`src/design/rbm_cfg.svh`:
```
// register offsets, reset values and timing counts of the readback mux
// assumes a 100 MHz pclk and a 32-bit APB register bus
`ifndef RBM_CFG_SVH
`define RBM_CFG_SVH

// ------------------------------------------------------------------
// register byte offsets
// ------------------------------------------------------------------
`define RBM_OFS_CMD       8'h00
`define RBM_OFS_RB_LOW    8'h04
`define RBM_OFS_RB_HIGH   8'h08
`define RBM_OFS_MODE_ONE  8'h0C
`define RBM_OFS_MODE_TWO  8'h10
`define RBM_OFS_MODE_THR  8'h14

// ------------------------------------------------------------------
// reset values and field layout
// ------------------------------------------------------------------
`define RBM_RST_WORD      16'h0000
`define RBM_CODE_LSB      0
`define RBM_CODE_MSB      7

// ------------------------------------------------------------------
// timing: command access time and the clock it is counted on
// ------------------------------------------------------------------
`define RBM_ACCESS_NS     125
`define RBM_CLK_MHZ       100
// rounded up: a truncated count would wait less than the access time
`define RBM_ACCESS_CYC    ((`RBM_ACCESS_NS * `RBM_CLK_MHZ + 999) / 1000)

`endif

```
`src/design/rbm_pkg.sv`:
```
// types shared by the readback mux: the read codes it understands
// assumes nothing beyond a SystemVerilog compiler
package rbm_pkg;

    // read codes accepted on the command word port
    typedef enum logic [7:0] {
        RBM_RD_CMD_POS   = 8'h30,
        RBM_RD_ENC_POS   = 8'h31,
        RBM_RD_RATE      = 8'h32,
        RBM_RD_RAMP      = 8'h33,
        RBM_RD_HOLD0     = 8'h34,
        RBM_RD_HOLD1     = 8'h35,
        RBM_RD_HOLD2     = 8'h36,
        RBM_RD_HOLD3     = 8'h37,
        RBM_RD_TIMER     = 8'h38,
        RBM_RD_MODE_ONE  = 8'h3D,
        RBM_RD_MODE_TWO  = 8'h3E,
        RBM_RD_MODE_THR  = 8'h3F,
        RBM_RD_HOLD_MODE = 8'h40,
        RBM_RD_PIN_ONE   = 8'h41,
        RBM_RD_PIN_TWO   = 8'h42,
        RBM_RD_RAMP_SET  = 8'h43,
        RBM_RD_START     = 8'h44,
        RBM_RD_TARGET    = 8'h45,
        RBM_RD_MOVE      = 8'h46
    } rbm_code_t;

endpackage

```
`src/design/rbm_readback_mux.sv`:
```
// readback command mux: decodes read codes and snapshots values
// assumes all value inputs come from logic on pclk (no synchronisers)
//
// Operation
// - read code loads readback words, 2 or 4 bytes
// - values are binary, negatives two's complement
// - rate and timer units assume 16 MHz clock
// - code 30h returns commanded position count
// - code 31h returns encoder position count
// - code 32h returns pulse rate, zero stopped
// - code 33h returns ramp rate, zero stopped
// - constant linear phase returns ramp-up setting
// - codes 34h-37h return hold registers 0-3
// - code 38h returns running timer, zero stopped
// - codes 3Dh-3Fh return mode words one-three
// - mode word addresses read back as zero
// - two-byte codes force high word zero
// - code 40h returns hold register mode word
// - code 41h returns pin setup word one
// - code 42h returns pin setup word two
// - code 43h returns ramp-up rate setting
// - code 44h returns starting pulse rate
// - code 45h returns target pulse rate
// - code 46h returns move length or goal
//
// The address map and the APB register port were left to the implementer.
`timescale 1ns/1ps
`include "rbm_cfg.svh"

module rbm_readback_mux
    import rbm_pkg::*;
#(
    parameter int ADDR_W = 8
) (
    input  wire logic              pclk,
    input  wire logic              presetn,
    input  wire logic              psel,
    input  wire logic              penable,
    input  wire logic              pwrite,
    input  wire logic [ADDR_W-1:0] paddr,
    input  wire logic [31:0]       pwdata,
    output logic [31:0]            prdata,
    output logic                   pready,
    output logic                   pslverr,
    input  wire logic [31:0]       commanded_position_count,
    input  wire logic [31:0]       encoder_position_count,
    input  wire logic [31:0]       present_pulse_rate,
    input  wire logic [31:0]       present_ramp_rate,
    input  wire logic [31:0]       general_hold_reg_zero,
    input  wire logic [31:0]       general_hold_reg_one,
    input  wire logic [31:0]       general_hold_reg_two,
    input  wire logic [31:0]       general_hold_reg_three,
    input  wire logic [31:0]       running_timer_now,
    input  wire logic [15:0]       hold_reg_mode_word,
    input  wire logic [15:0]       pin_io_setup_one,
    input  wire logic [15:0]       pin_io_setup_two,
    input  wire logic [31:0]       ramp_up_rate_setting,
    input  wire logic [31:0]       starting_pulse_rate,
    input  wire logic [31:0]       target_pulse_rate,
    input  wire logic [31:0]       move_length_or_goal,
    input  wire logic              motion_stopped,
    input  wire logic              ramp_const_phase,
    input  wire logic              ramp_s_curve,
    output logic [15:0]            mode_word_one,
    output logic [15:0]            mode_word_two,
    output logic [15:0]            mode_word_three,
    output logic [7:0]             last_read_code
);

    // ------------------------------------------------------------------
    // APB slave handshake
    // ------------------------------------------------------------------
    logic [31:0] prdata_reg;
    logic        pready_reg;
    logic        pslverr_reg;
    logic        acc_go;
    logic        wr_go;
    logic        rd_go;
    logic        cmd_take;
    logic        addr_hit;
    logic [7:0]  ofs;

    // one wait state: pready comes from a flop, so the answer is the
    // second access cycle; costs a cycle but keeps prdata registered
    assign acc_go   = psel && penable && pready_reg;
    assign wr_go    = acc_go && pwrite;
    assign rd_go    = acc_go && !pwrite;
    assign ofs      = 8'(paddr);
    assign cmd_take = wr_go && (ofs == `RBM_OFS_CMD);

    // map check for the slave error answer
    always_comb begin
        unique case (ofs)
            `RBM_OFS_CMD, `RBM_OFS_RB_LOW, `RBM_OFS_RB_HIGH,
            `RBM_OFS_MODE_ONE, `RBM_OFS_MODE_TWO,
            `RBM_OFS_MODE_THR: addr_hit = 1'b1;
            default:           addr_hit = 1'b0;
        endcase
    end

    // ready pulses for one cycle per access phase
    always_ff @(posedge pclk or negedge presetn) begin
        if (!presetn) begin
            pready_reg  <= 1'b0;
            pslverr_reg <= 1'b0;
        end else begin
            pready_reg  <= psel && penable && !pready_reg;
            pslverr_reg <= psel && penable && !pready_reg && !addr_hit;
        end
    end

    // ------------------------------------------------------------------
    // mode words: write-only at their addresses
    // ------------------------------------------------------------------
    logic [15:0] mode_one_reg;
    logic [15:0] mode_two_reg;
    logic [15:0] mode_thr_reg;

    // stored here, driven out to the motion logic they configure
    always_ff @(posedge pclk or negedge presetn) begin
        if (!presetn) begin
            mode_one_reg <= `RBM_RST_WORD;
            mode_two_reg <= `RBM_RST_WORD;
            mode_thr_reg <= `RBM_RST_WORD;
        end else if (wr_go) begin
            if (ofs == `RBM_OFS_MODE_ONE) mode_one_reg <= pwdata[15:0];
            if (ofs == `RBM_OFS_MODE_TWO) mode_two_reg <= pwdata[15:0];
            if (ofs == `RBM_OFS_MODE_THR) mode_thr_reg <= pwdata[15:0];
        end
    end

    // ------------------------------------------------------------------
    // read code decode
    // ------------------------------------------------------------------
    logic [7:0]  code;
    logic [31:0] sel_data;
    logic        sel_hit;
    logic        sel_wide;

    assign code = pwdata[`RBM_CODE_MSB:`RBM_CODE_LSB];

    // all inputs already binary / two's complement, passed untouched
    // rate and timer units follow the motion logic's clock scaling
    always_comb begin
        sel_data = 32'h0000_0000;
        sel_hit  = 1'b1;
        sel_wide = 1'b1;
        unique case (code)
            RBM_RD_CMD_POS: sel_data = commanded_position_count;
            RBM_RD_ENC_POS: sel_data = encoder_position_count;
            RBM_RD_RATE:
                sel_data = motion_stopped ? 32'h0000_0000 : present_pulse_rate;
            RBM_RD_RAMP: begin
                if (motion_stopped)
                    sel_data = 32'h0000_0000;
                else if (ramp_const_phase && !ramp_s_curve)
                    sel_data = ramp_up_rate_setting;
                else
                    sel_data = present_ramp_rate;
            end
            RBM_RD_HOLD0: sel_data = general_hold_reg_zero;
            RBM_RD_HOLD1: sel_data = general_hold_reg_one;
            RBM_RD_HOLD2: sel_data = general_hold_reg_two;
            RBM_RD_HOLD3: sel_data = general_hold_reg_three;
            RBM_RD_TIMER:
                sel_data = motion_stopped ? 32'h0000_0000 : running_timer_now;
            RBM_RD_MODE_ONE: begin
                sel_data = {16'h0000, mode_one_reg};
                sel_wide = 1'b0;
            end
            RBM_RD_MODE_TWO: begin
                sel_data = {16'h0000, mode_two_reg};
                sel_wide = 1'b0;
            end
            RBM_RD_MODE_THR: begin
                sel_data = {16'h0000, mode_thr_reg};
                sel_wide = 1'b0;
            end
            RBM_RD_HOLD_MODE: begin
                sel_data = {16'h0000, hold_reg_mode_word};
                sel_wide = 1'b0;
            end
            RBM_RD_PIN_ONE: begin
                sel_data = {16'h0000, pin_io_setup_one};
                sel_wide = 1'b0;
            end
            RBM_RD_PIN_TWO: begin
                sel_data = {16'h0000, pin_io_setup_two};
                sel_wide = 1'b0;
            end
            RBM_RD_RAMP_SET: sel_data = ramp_up_rate_setting;
            RBM_RD_START:    sel_data = starting_pulse_rate;
            RBM_RD_TARGET:   sel_data = target_pulse_rate;
            RBM_RD_MOVE:     sel_data = move_length_or_goal;
            // other codes belong to setting or drive logic elsewhere
            default: sel_hit = 1'b0;
        endcase
    end

    // ------------------------------------------------------------------
    // readback words: snapshot taken on the command write edge
    // ------------------------------------------------------------------
    logic [15:0] rb_low_reg;
    logic [15:0] rb_high_reg;
    logic [7:0]  code_reg;

    // snapshot, not live view: the host sees one coherent 32-bit value
    always_ff @(posedge pclk or negedge presetn) begin
        if (!presetn) begin
            rb_low_reg  <= `RBM_RST_WORD;
            rb_high_reg <= `RBM_RST_WORD;
            code_reg    <= 8'h00;
        end else if (cmd_take && sel_hit) begin
            rb_low_reg  <= sel_data[15:0];
            rb_high_reg <= sel_wide ? sel_data[31:16] : `RBM_RST_WORD;
            code_reg    <= code;
        end
    end

    // ------------------------------------------------------------------
    // read data path
    // ------------------------------------------------------------------
    // mode word addresses answer zero, never the stored word
    always_ff @(posedge pclk or negedge presetn) begin
        if (!presetn) begin
            prdata_reg <= 32'h0000_0000;
        end else if (psel && penable && !pready_reg && !pwrite) begin
            unique case (ofs)
                `RBM_OFS_RB_LOW:  prdata_reg <= {16'h0000, rb_low_reg};
                `RBM_OFS_RB_HIGH: prdata_reg <= {16'h0000, rb_high_reg};
                default:          prdata_reg <= 32'h0000_0000;
            endcase
        end else begin
            prdata_reg <= 32'h0000_0000;
        end
    end

    assign prdata          = prdata_reg;
    assign pready          = pready_reg;
    assign pslverr         = pslverr_reg;
    assign mode_word_one   = mode_one_reg;
    assign mode_word_two   = mode_two_reg;
    assign mode_word_three = mode_thr_reg;
    assign last_read_code  = code_reg;

    // ------------------------------------------------------------------
    // checks
    // ------------------------------------------------------------------
    a_cmd_pos_load: assert property (@(posedge pclk) disable iff (!presetn)
        cmd_take && code == 8'h30
        |=> {rb_high_reg, rb_low_reg} == $past(commanded_position_count))
        else $error("commanded position not loaded");

    a_enc_pos_load: assert property (@(posedge pclk) disable iff (!presetn)
        cmd_take && code == 8'h31
        |=> {rb_high_reg, rb_low_reg} == $past(encoder_position_count))
        else $error("encoder position not loaded");

    a_rate_stopped: assert property (@(posedge pclk) disable iff (!presetn)
        cmd_take && code == 8'h32 && motion_stopped
        |=> rb_low_reg == 16'h0000 && rb_high_reg == 16'h0000)
        else $error("pulse rate not zero while stopped");

    a_ramp_stopped: assert property (@(posedge pclk) disable iff (!presetn)
        cmd_take && code == 8'h33 && motion_stopped
        |=> {rb_high_reg, rb_low_reg} == 32'h0000_0000)
        else $error("ramp rate not zero while stopped");

    a_ramp_const: assert property (@(posedge pclk) disable iff (!presetn)
        cmd_take && code == 8'h33 && !motion_stopped && ramp_const_phase && !ramp_s_curve
        |=> {rb_high_reg, rb_low_reg} == $past(ramp_up_rate_setting))
        else $error("constant phase ramp rate wrong");

    a_hold_pick: assert property (@(posedge pclk) disable iff (!presetn)
        cmd_take && code == 8'h37
        |=> {rb_high_reg, rb_low_reg} == $past(general_hold_reg_three))
        else $error("hold register three not loaded");

    a_timer_stopped: assert property (@(posedge pclk) disable iff (!presetn)
        cmd_take && code == 8'h38 && motion_stopped
        |=> {rb_high_reg, rb_low_reg} == 32'h0000_0000)
        else $error("timer not zero while stopped");

    a_mode_word: assert property (@(posedge pclk) disable iff (!presetn)
        cmd_take && code == 8'h3E |=> rb_low_reg == $past(mode_two_reg))
        else $error("mode word two not loaded");

    a_wo_read: assert property (@(posedge pclk) disable iff (!presetn)
        psel && penable && !pwrite && !pready_reg && ofs == `RBM_OFS_MODE_ONE
        |=> pready_reg && prdata_reg == 32'h0000_0000)
        else $error("write-only mode word visible on read");

    a_narrow_high: assert property (@(posedge pclk) disable iff (!presetn)
        cmd_take && code >= 8'h3D && code <= 8'h42 |=> rb_high_reg == 16'h0000)
        else $error("high word not cleared for narrow code");

    a_hold_stable: assert property (@(posedge pclk) disable iff (!presetn)
        !cmd_take |=> $stable(rb_low_reg) && $stable(rb_high_reg))
        else $error("readback changed without a read code");

    a_ready_time: assert property (@(posedge pclk) disable iff (!presetn)
        psel && penable && !pready_reg |=> pready_reg ##1 !pready_reg)
        else $error("ready not a single cycle after access");

    a_load_latency: assert property (@(posedge pclk) disable iff (!presetn)
        cmd_take && sel_hit |=> code_reg == $past(code))
        else $error("read code not taken in one cycle");

    a_code_refused: assert property (@(posedge pclk) disable iff (!presetn)
        cmd_take && !sel_hit |=> $stable(rb_low_reg) && $stable(rb_high_reg))
        else $error("unknown read code changed the readback");

    a_rate_live: assert property (@(posedge pclk) disable iff (!presetn)
        cmd_take && code == 8'h32 && !motion_stopped
        |=> {rb_high_reg, rb_low_reg} == $past(present_pulse_rate))
        else $error("pulse rate not loaded while moving");

    a_ramp_live: assert property (@(posedge pclk) disable iff (!presetn)
        cmd_take && code == 8'h33 && !motion_stopped && !ramp_const_phase
        |=> {rb_high_reg, rb_low_reg} == $past(present_ramp_rate))
        else $error("ramp rate not loaded while ramping");

    a_hold_zero: assert property (@(posedge pclk) disable iff (!presetn)
        cmd_take && code == 8'h34
        |=> {rb_high_reg, rb_low_reg} == $past(general_hold_reg_zero))
        else $error("hold register zero not loaded");

    a_timer_live: assert property (@(posedge pclk) disable iff (!presetn)
        cmd_take && code == 8'h38 && !motion_stopped
        |=> {rb_high_reg, rb_low_reg} == $past(running_timer_now))
        else $error("running timer not loaded while moving");

    a_hold_mode: assert property (@(posedge pclk) disable iff (!presetn)
        cmd_take && code == 8'h40
        |=> rb_low_reg == $past(hold_reg_mode_word) && rb_high_reg == 16'h0000)
        else $error("hold register mode word not loaded");

    a_pin_two: assert property (@(posedge pclk) disable iff (!presetn)
        cmd_take && code == 8'h42
        |=> rb_low_reg == $past(pin_io_setup_two) && rb_high_reg == 16'h0000)
        else $error("pin setup word two not loaded");

    a_ramp_set: assert property (@(posedge pclk) disable iff (!presetn)
        cmd_take && code == 8'h43
        |=> {rb_high_reg, rb_low_reg} == $past(ramp_up_rate_setting))
        else $error("ramp-up rate setting not loaded");

    a_move_len: assert property (@(posedge pclk) disable iff (!presetn)
        cmd_take && code == 8'h46
        |=> {rb_high_reg, rb_low_reg} == $past(move_length_or_goal))
        else $error("move length not loaded");

endmodule

```
`config.mk`:
```
export PLATFORM = sky130hd
export DESIGN_NAME = rbm_readback_mux
export DESIGN_NICKNAME = d
export VERILOG_FILES = /design/src/design/rbm_pkg.sv /design/src/design/rbm_readback_mux.sv
export VERILOG_INCLUDE_DIRS = /design/src /design/src/design
export SDC_FILE = /design/constraint.sdc
export NUM_CORES = 1
export LEC_CHECK = 0
export ABC_AREA = 1
export ABC_CLOCK_PERIOD_IN_PS = 4530
export CORE_AREA = 4 4 233 235
export CTS_BUF_LIST = sky130_fd_sc_hd__clkbuf_4
export DETAILED_ROUTE_END_ITERATION = 8
export DIE_AREA = 0 0 237 239
export DONT_BUFFER_PORTS = 1
export GPL_TIMING_DRIVEN = 0
export PLACE_DENSITY_LB_ADDON = 0.08
export SYNTH_ARGS = -nofsm -noshare
export SYNTH_HDL_FRONTEND = slang
export SYNTH_SLANG_ARGS = --single-unit
```
`constraint.sdc`:
```
create_clock -name pclk -period 4.53 [get_ports pclk]
set_input_delay 0.2265 -clock pclk [delete_from_list [all_inputs] [get_ports pclk]]
set_output_delay 0.2265 -clock pclk [all_outputs]
set_load 0.1 [all_outputs]
```
* Word level (Yosys, flattened, before mapping)
Index checks and enable logic that the tools add are counted.
** Cells by class
- Equal/unequal tests :: 24
- Multiplexer cells :: 10
- Reductions and logical operators :: 20
** Operator list (number)
- $pmux W32 S19 :: 1
- $mux W32 :: 5
- $eq A8 B6 Y1 const B :: 12
- $eq A8 B7 Y1 const B :: 7
- $pmux W16 S2 :: 1
- $reduce_or A19 Y1 :: 1
- $eq A8 B4 Y1 const B :: 2
- $eq A8 B5 Y1 const B :: 2
- $mux W16 :: 1
- $reduce_or A6 Y1 :: 2
- $logic_and A1 B1 Y1 :: 9
- $eq A8 B3 Y1 const B :: 1
- $logic_not A8 Y1 :: 1
- $reduce_and A2 Y1 :: 3
- $logic_not A1 Y1 :: 4
- $mux W1 :: 2
** Word-level totals
- Register bits :: 122

* Depth between registers and ports, before layout
- Depth in word-level cells :: 6
- Mapped depth :: 14
- Depth with buffers taken out :: 13

* Worst setup path after synthesis
Ideal clock, no wire load.
- Kind :: reg2reg
- From :: reg pready_reg (netlist: pready)
- To :: reg rb_high_reg[10]
- Library setup time :: 0.065 ns
- Data arrival time :: 2.192 ns
- Data required time :: 4.465 ns
- Path slack :: 2.273 ns
- Cell stages (with the launch flop) :: 6
- Cells stage by stage :: dfrtp_1 nand4_1 nor3_1 clkbuf_1 nand3_1 nand2_1
** Between the ends
- Cells in the longest elaborated chain, start to end :: 4
** RTL lines
- start: declaration :: RTL line rbm_readback_mux.sv:74 : logic pready_reg;
- start signal: assignment :: RTL line rbm_readback_mux.sv:107 : pready_reg <= psel && penable && !pready_reg;
- $logic_and A1 B1 Y1 :: RTL line rbm_readback_mux.sv:85 : assign acc_go = psel && penable && pready_reg;
- $logic_and A1 B1 Y1 :: RTL line rbm_readback_mux.sv:86 : assign wr_go = acc_go && pwrite;
- $logic_and A1 B1 Y1 :: RTL line rbm_readback_mux.sv:89 : assign cmd_take = wr_go && (ofs == `RBM_OFS_CMD);
- $logic_and A1 B1 Y1 :: RTL line rbm_readback_mux.sv:213 : end else if (cmd_take && sel_hit) begin
- end signal: assignment :: RTL line rbm_readback_mux.sv:211 : rb_high_reg <= `RBM_RST_WORD;
- end signal: assignment :: RTL line rbm_readback_mux.sv:215 : rb_high_reg <= sel_wide ? sel_data[31:16] : `RBM_RST_WORD;
- end: declaration :: RTL line rbm_readback_mux.sv:204 : logic [15:0] rb_high_reg;
No other way between the ends.
A chain may end at the register's enable or synchronous reset.

* Worst setup path after layout
- From :: reg pready_reg (netlist: pready)
- To :: reg rb_high_reg[2]
The elaborated chain is that of the path after synthesis.

==> impl.org <==
** Clock tree
- Number of H-tree branching levels :: 3
- After clock tree synthesis, the clock-pin slew on the worst setup and hold paths is about 0.17 ns.
- CTS tree :: yes
- CTS buffer count :: 9
- Clock tree sinks :: between 100 and 150
- Later-pin clock latency in the skew report :: approximately 0.52 ns
- Buffers added to address setup during post-CTS repair amount to 0.
- Cell at the root of the clock tree :: clkbuf_4
- Clock tree buffer depth :: 2

** Logic synthesis
- Average cell area after synthesis :: roughly 5.5 um2
- The synthesized netlist occupies a cell area of approximately 0.0096 mm2.
- nand2_1 takes more of the synthesized area than any other cell.
- Counting distinct cell types in the post-synthesis netlist gives 27.
- Most used standard cells in the synthesized netlist :: 727 x nand2_1, 296 x nand3_1, 234 x nor2_1, 139 x inv_1, 106 x dfrtp_1
- The most used flip-flop cell after synthesis is dfrtp_1.
- In this run the biggest area consumer among cell types represents 28.4% of the synthesized area.
- Summing the sequential cell areas from Yosys gives 27.6% of the chip area.
- Sorting the synthesized cells by area gives the leading types as nand2_1 28%, dfrtp_1 28%, nand3_1 15%.
- Total number of yosys warnings :: 0
- nand2_1 is the most common cell in the netlist.
- Number of storage elements in the synthesis netlist :: roughly 110
- Mapped Cells :: ~1700
- Number of flops mapped to enable cells by yosys :: 0
- Share of synthesized flip-flops with an asynchronous set or reset :: 100%

** Final layout
- Final Instance Area :: about 0.011 mm2
- At the end of the flow, the number of nets in the layout was between 2000 and 2500.
- In the final layout, the share of cells above drive strength 1 is 6.21%.
- Area growth from synthesis to layout :: 14.2%

** Floorplanning
- The die covers approximately 0.057 mm2.
- Vert. Die Dim :: between 200 and 250 um
- In this run the horizontal extent of the chip is between 200 and 250 um.
- IO Count :: 602
- Row Count :: 84
- After floorplanning, the core was sized to cover around 0.052 mm2.
- For this configuration, the core starts out at a cell density of between 10% and 20%.

** Critical path
- CP Data Arrival Time :: approximately 3.6 ns
- Crit. End Element :: flop
- Critical path type :: flop to flop
- For flop-to-flop paths, the worst setup slack is around 1.3 ns.
- Critical-path maximum fanout :: 10
- STA classifies the critical path startpoint as a flop.
- STA puts the critical path data required time at around 5.0 ns.

** Detailed routing
- The first routing iteration left ~870 violations.
- The routed design has 76.9 mm of wire.
- The first detailed-routing pass ran for 8 iterations.
- DRT met1 WL :: 31.3 mm
- For this block, the via count after detailed routing is around 12000.
- Dividing the detail-routed via count by the number of cells gives around 4.9.
- In the final routed layout, each cell accounts on average for approximately 31 um.
- Met2 wire length :: approximately 37 mm
- Number of nets still failing antenna checks after routing :: 0
- Top layer in use :: met5
- Number of design rule violations left after detail routing :: 0
- Wire length on met3 :: approximately 6.6 mm

** Timing
- Hold Fails Final Rpt :: 0
- The final number of max-transition violations was 0.
- Counting I/O delays and the setup requirement, the final critical path takes 3.18 ns.
- Setup violations remaining at the end of the flow were counted as 0.
- At the pin with the least slew margin, the transition time is around 1.3 ns.
- Of the available clock period, the critical path in the final layout requires ~70%.
- Clock skew on the completed layout was measured at 0.0218 ns.
- Setup total negative slack :: 0 ns
- Static timing analysis puts the maximum clock frequency at about 310 MHz.
- Setup repair after global routing left no endpoint under its margin.
- Final WS setup :: 1.35 ns
- The worst pin sits at a relative slew slack of a little over a tenth.

** Power and ir drop
- For this design the static power due to leakage is 5.73 nW.
- Dividing total power by cell area gives a power density of between 150 and 200 mW/mm2.
- Worst ir drop on vdd :: 104 uV

** Place
- Placed inst area :: 0.0105 mm2
- Hpwl dp :: between 60 and 70 mm
- I/O Buffers :: 0
- Post-placement worst setup slack :: around 1.3 ns
- At the end of routability-driven placement, the weighted congestion stood at a little over 0.9.

** Global routing
- The number of antenna violations at the first check in global routing came to 9.
- Via count of the first global-routing pass :: ~12000
- Maximum number of pins on one net before global-route repair :: about 110
- GRT overflow :: 0
- Global-route usage over all layers :: between 20 and 30%
- The first global-routing pass estimated ~100 mm of wire.

** Status
- The flow ran to the end, and the final reports show no timing, DRC or antenna violations.

** Run
- The tool flagged a number of max-cap violations equal to 0.

** Worst hold path
- The min-delay analysis places its worst path in the category primary input to flop.
metrics by stage:
stage	utilization [%]	std cells	total power, mW	hold slack, ns
after detailed placement	20.2	2453	1.27	-0.0605
after CTS	21.0	2491	1.95	0.00674
after floorplan	-	1764	1.17	-0.0691
after global routing	21.0	2493	2.00	0.0341
after global placement	20.2	2452	1.27	-0.0602
final	21.0	2497	1.92	0.0356
layer usage:
metal / global-route usage (%) / vias up
li1: - / 5554
met1: 32.3 / 5937
met2: 45.2 / 597
met3: 7.12 / 63
met4: 5.02 / 6
met5: 0 / -
placed cells by master (no fill, tap or decap), types with 6 or more instances in the layout:
master / instances
nand2_2: 8
dfrtp_1: 106
clkbuf_4: 9
o21ai_0: 69
nand3_1: 296
inv_1: 139
diode_2: 6
nand2_1: 727
clkbuf_1: 39
nand4_1: 9
o22ai_1: 16
conb_1: 16
nor2_2: 12
nor2_1: 233
buf_2: 38
dlygate4sd3_1: 21
inv_2: 8
buf_4: 20
critical path, cell delays in order, from the launching register on:
cell,delay [ns]
dfrtp_1,0.98
nand4_1,0.32
nor3_1,1.13
clkbuf_1,0.40
nand3_1,0.19
nand2_1,0.10
worst paths after layout:
path / from / endpoint / cells past startpoint
min in group asynchronous: presetn / prdata[2] / 2
worst max register to register: pready / rb_high_reg[2] / 5
max in group asynchronous: presetn / mode_word_three[15] / 2
worst max-delay path: pready / rb_high_reg[2] / 5
worst min-delay path: pwrite / prdata[0] / 3
worst min register to register: rb_high_reg[15] / rb_high_reg[15] / 2
cell families (layout without fill, tap and decap cells):
family	after synthesis	after routing	synth area share, %
buffers and inverters	250	289	11.2
AOI/OAI and AO/OA	91	91	5.02
other	1	22	0.0390
DFF	106	106	27.6
and+or+nand+nor	1301	1301	56.1
report_power, final:
part | internal (mW) | switching (mW)
sequential | 0.949 | 0.0222
clock | 0.274 | 0.353
combinational | 0.0665 | 0.254
total | 1.29 | 0.630
layout make-up:
cell class	count	area (um2)
Fill cell	6262	41300
Antenna cell	6	15.0
Buffer	103	524
Tap cell	688	861
Clock inverter	7	108
Inverter	147	552
Multi-Input combinational cell	1408	5940
Clock buffer	9	67.6
Sequential cell	106	2650
Timing Repair Buffer	23	253
timing repair:
action	CTS	global route
hold buffers	22	0
gates resized for setup	0	0
hold endpoints to repair	160	0
No activity file was read; power rests on OpenSTA's default activity.
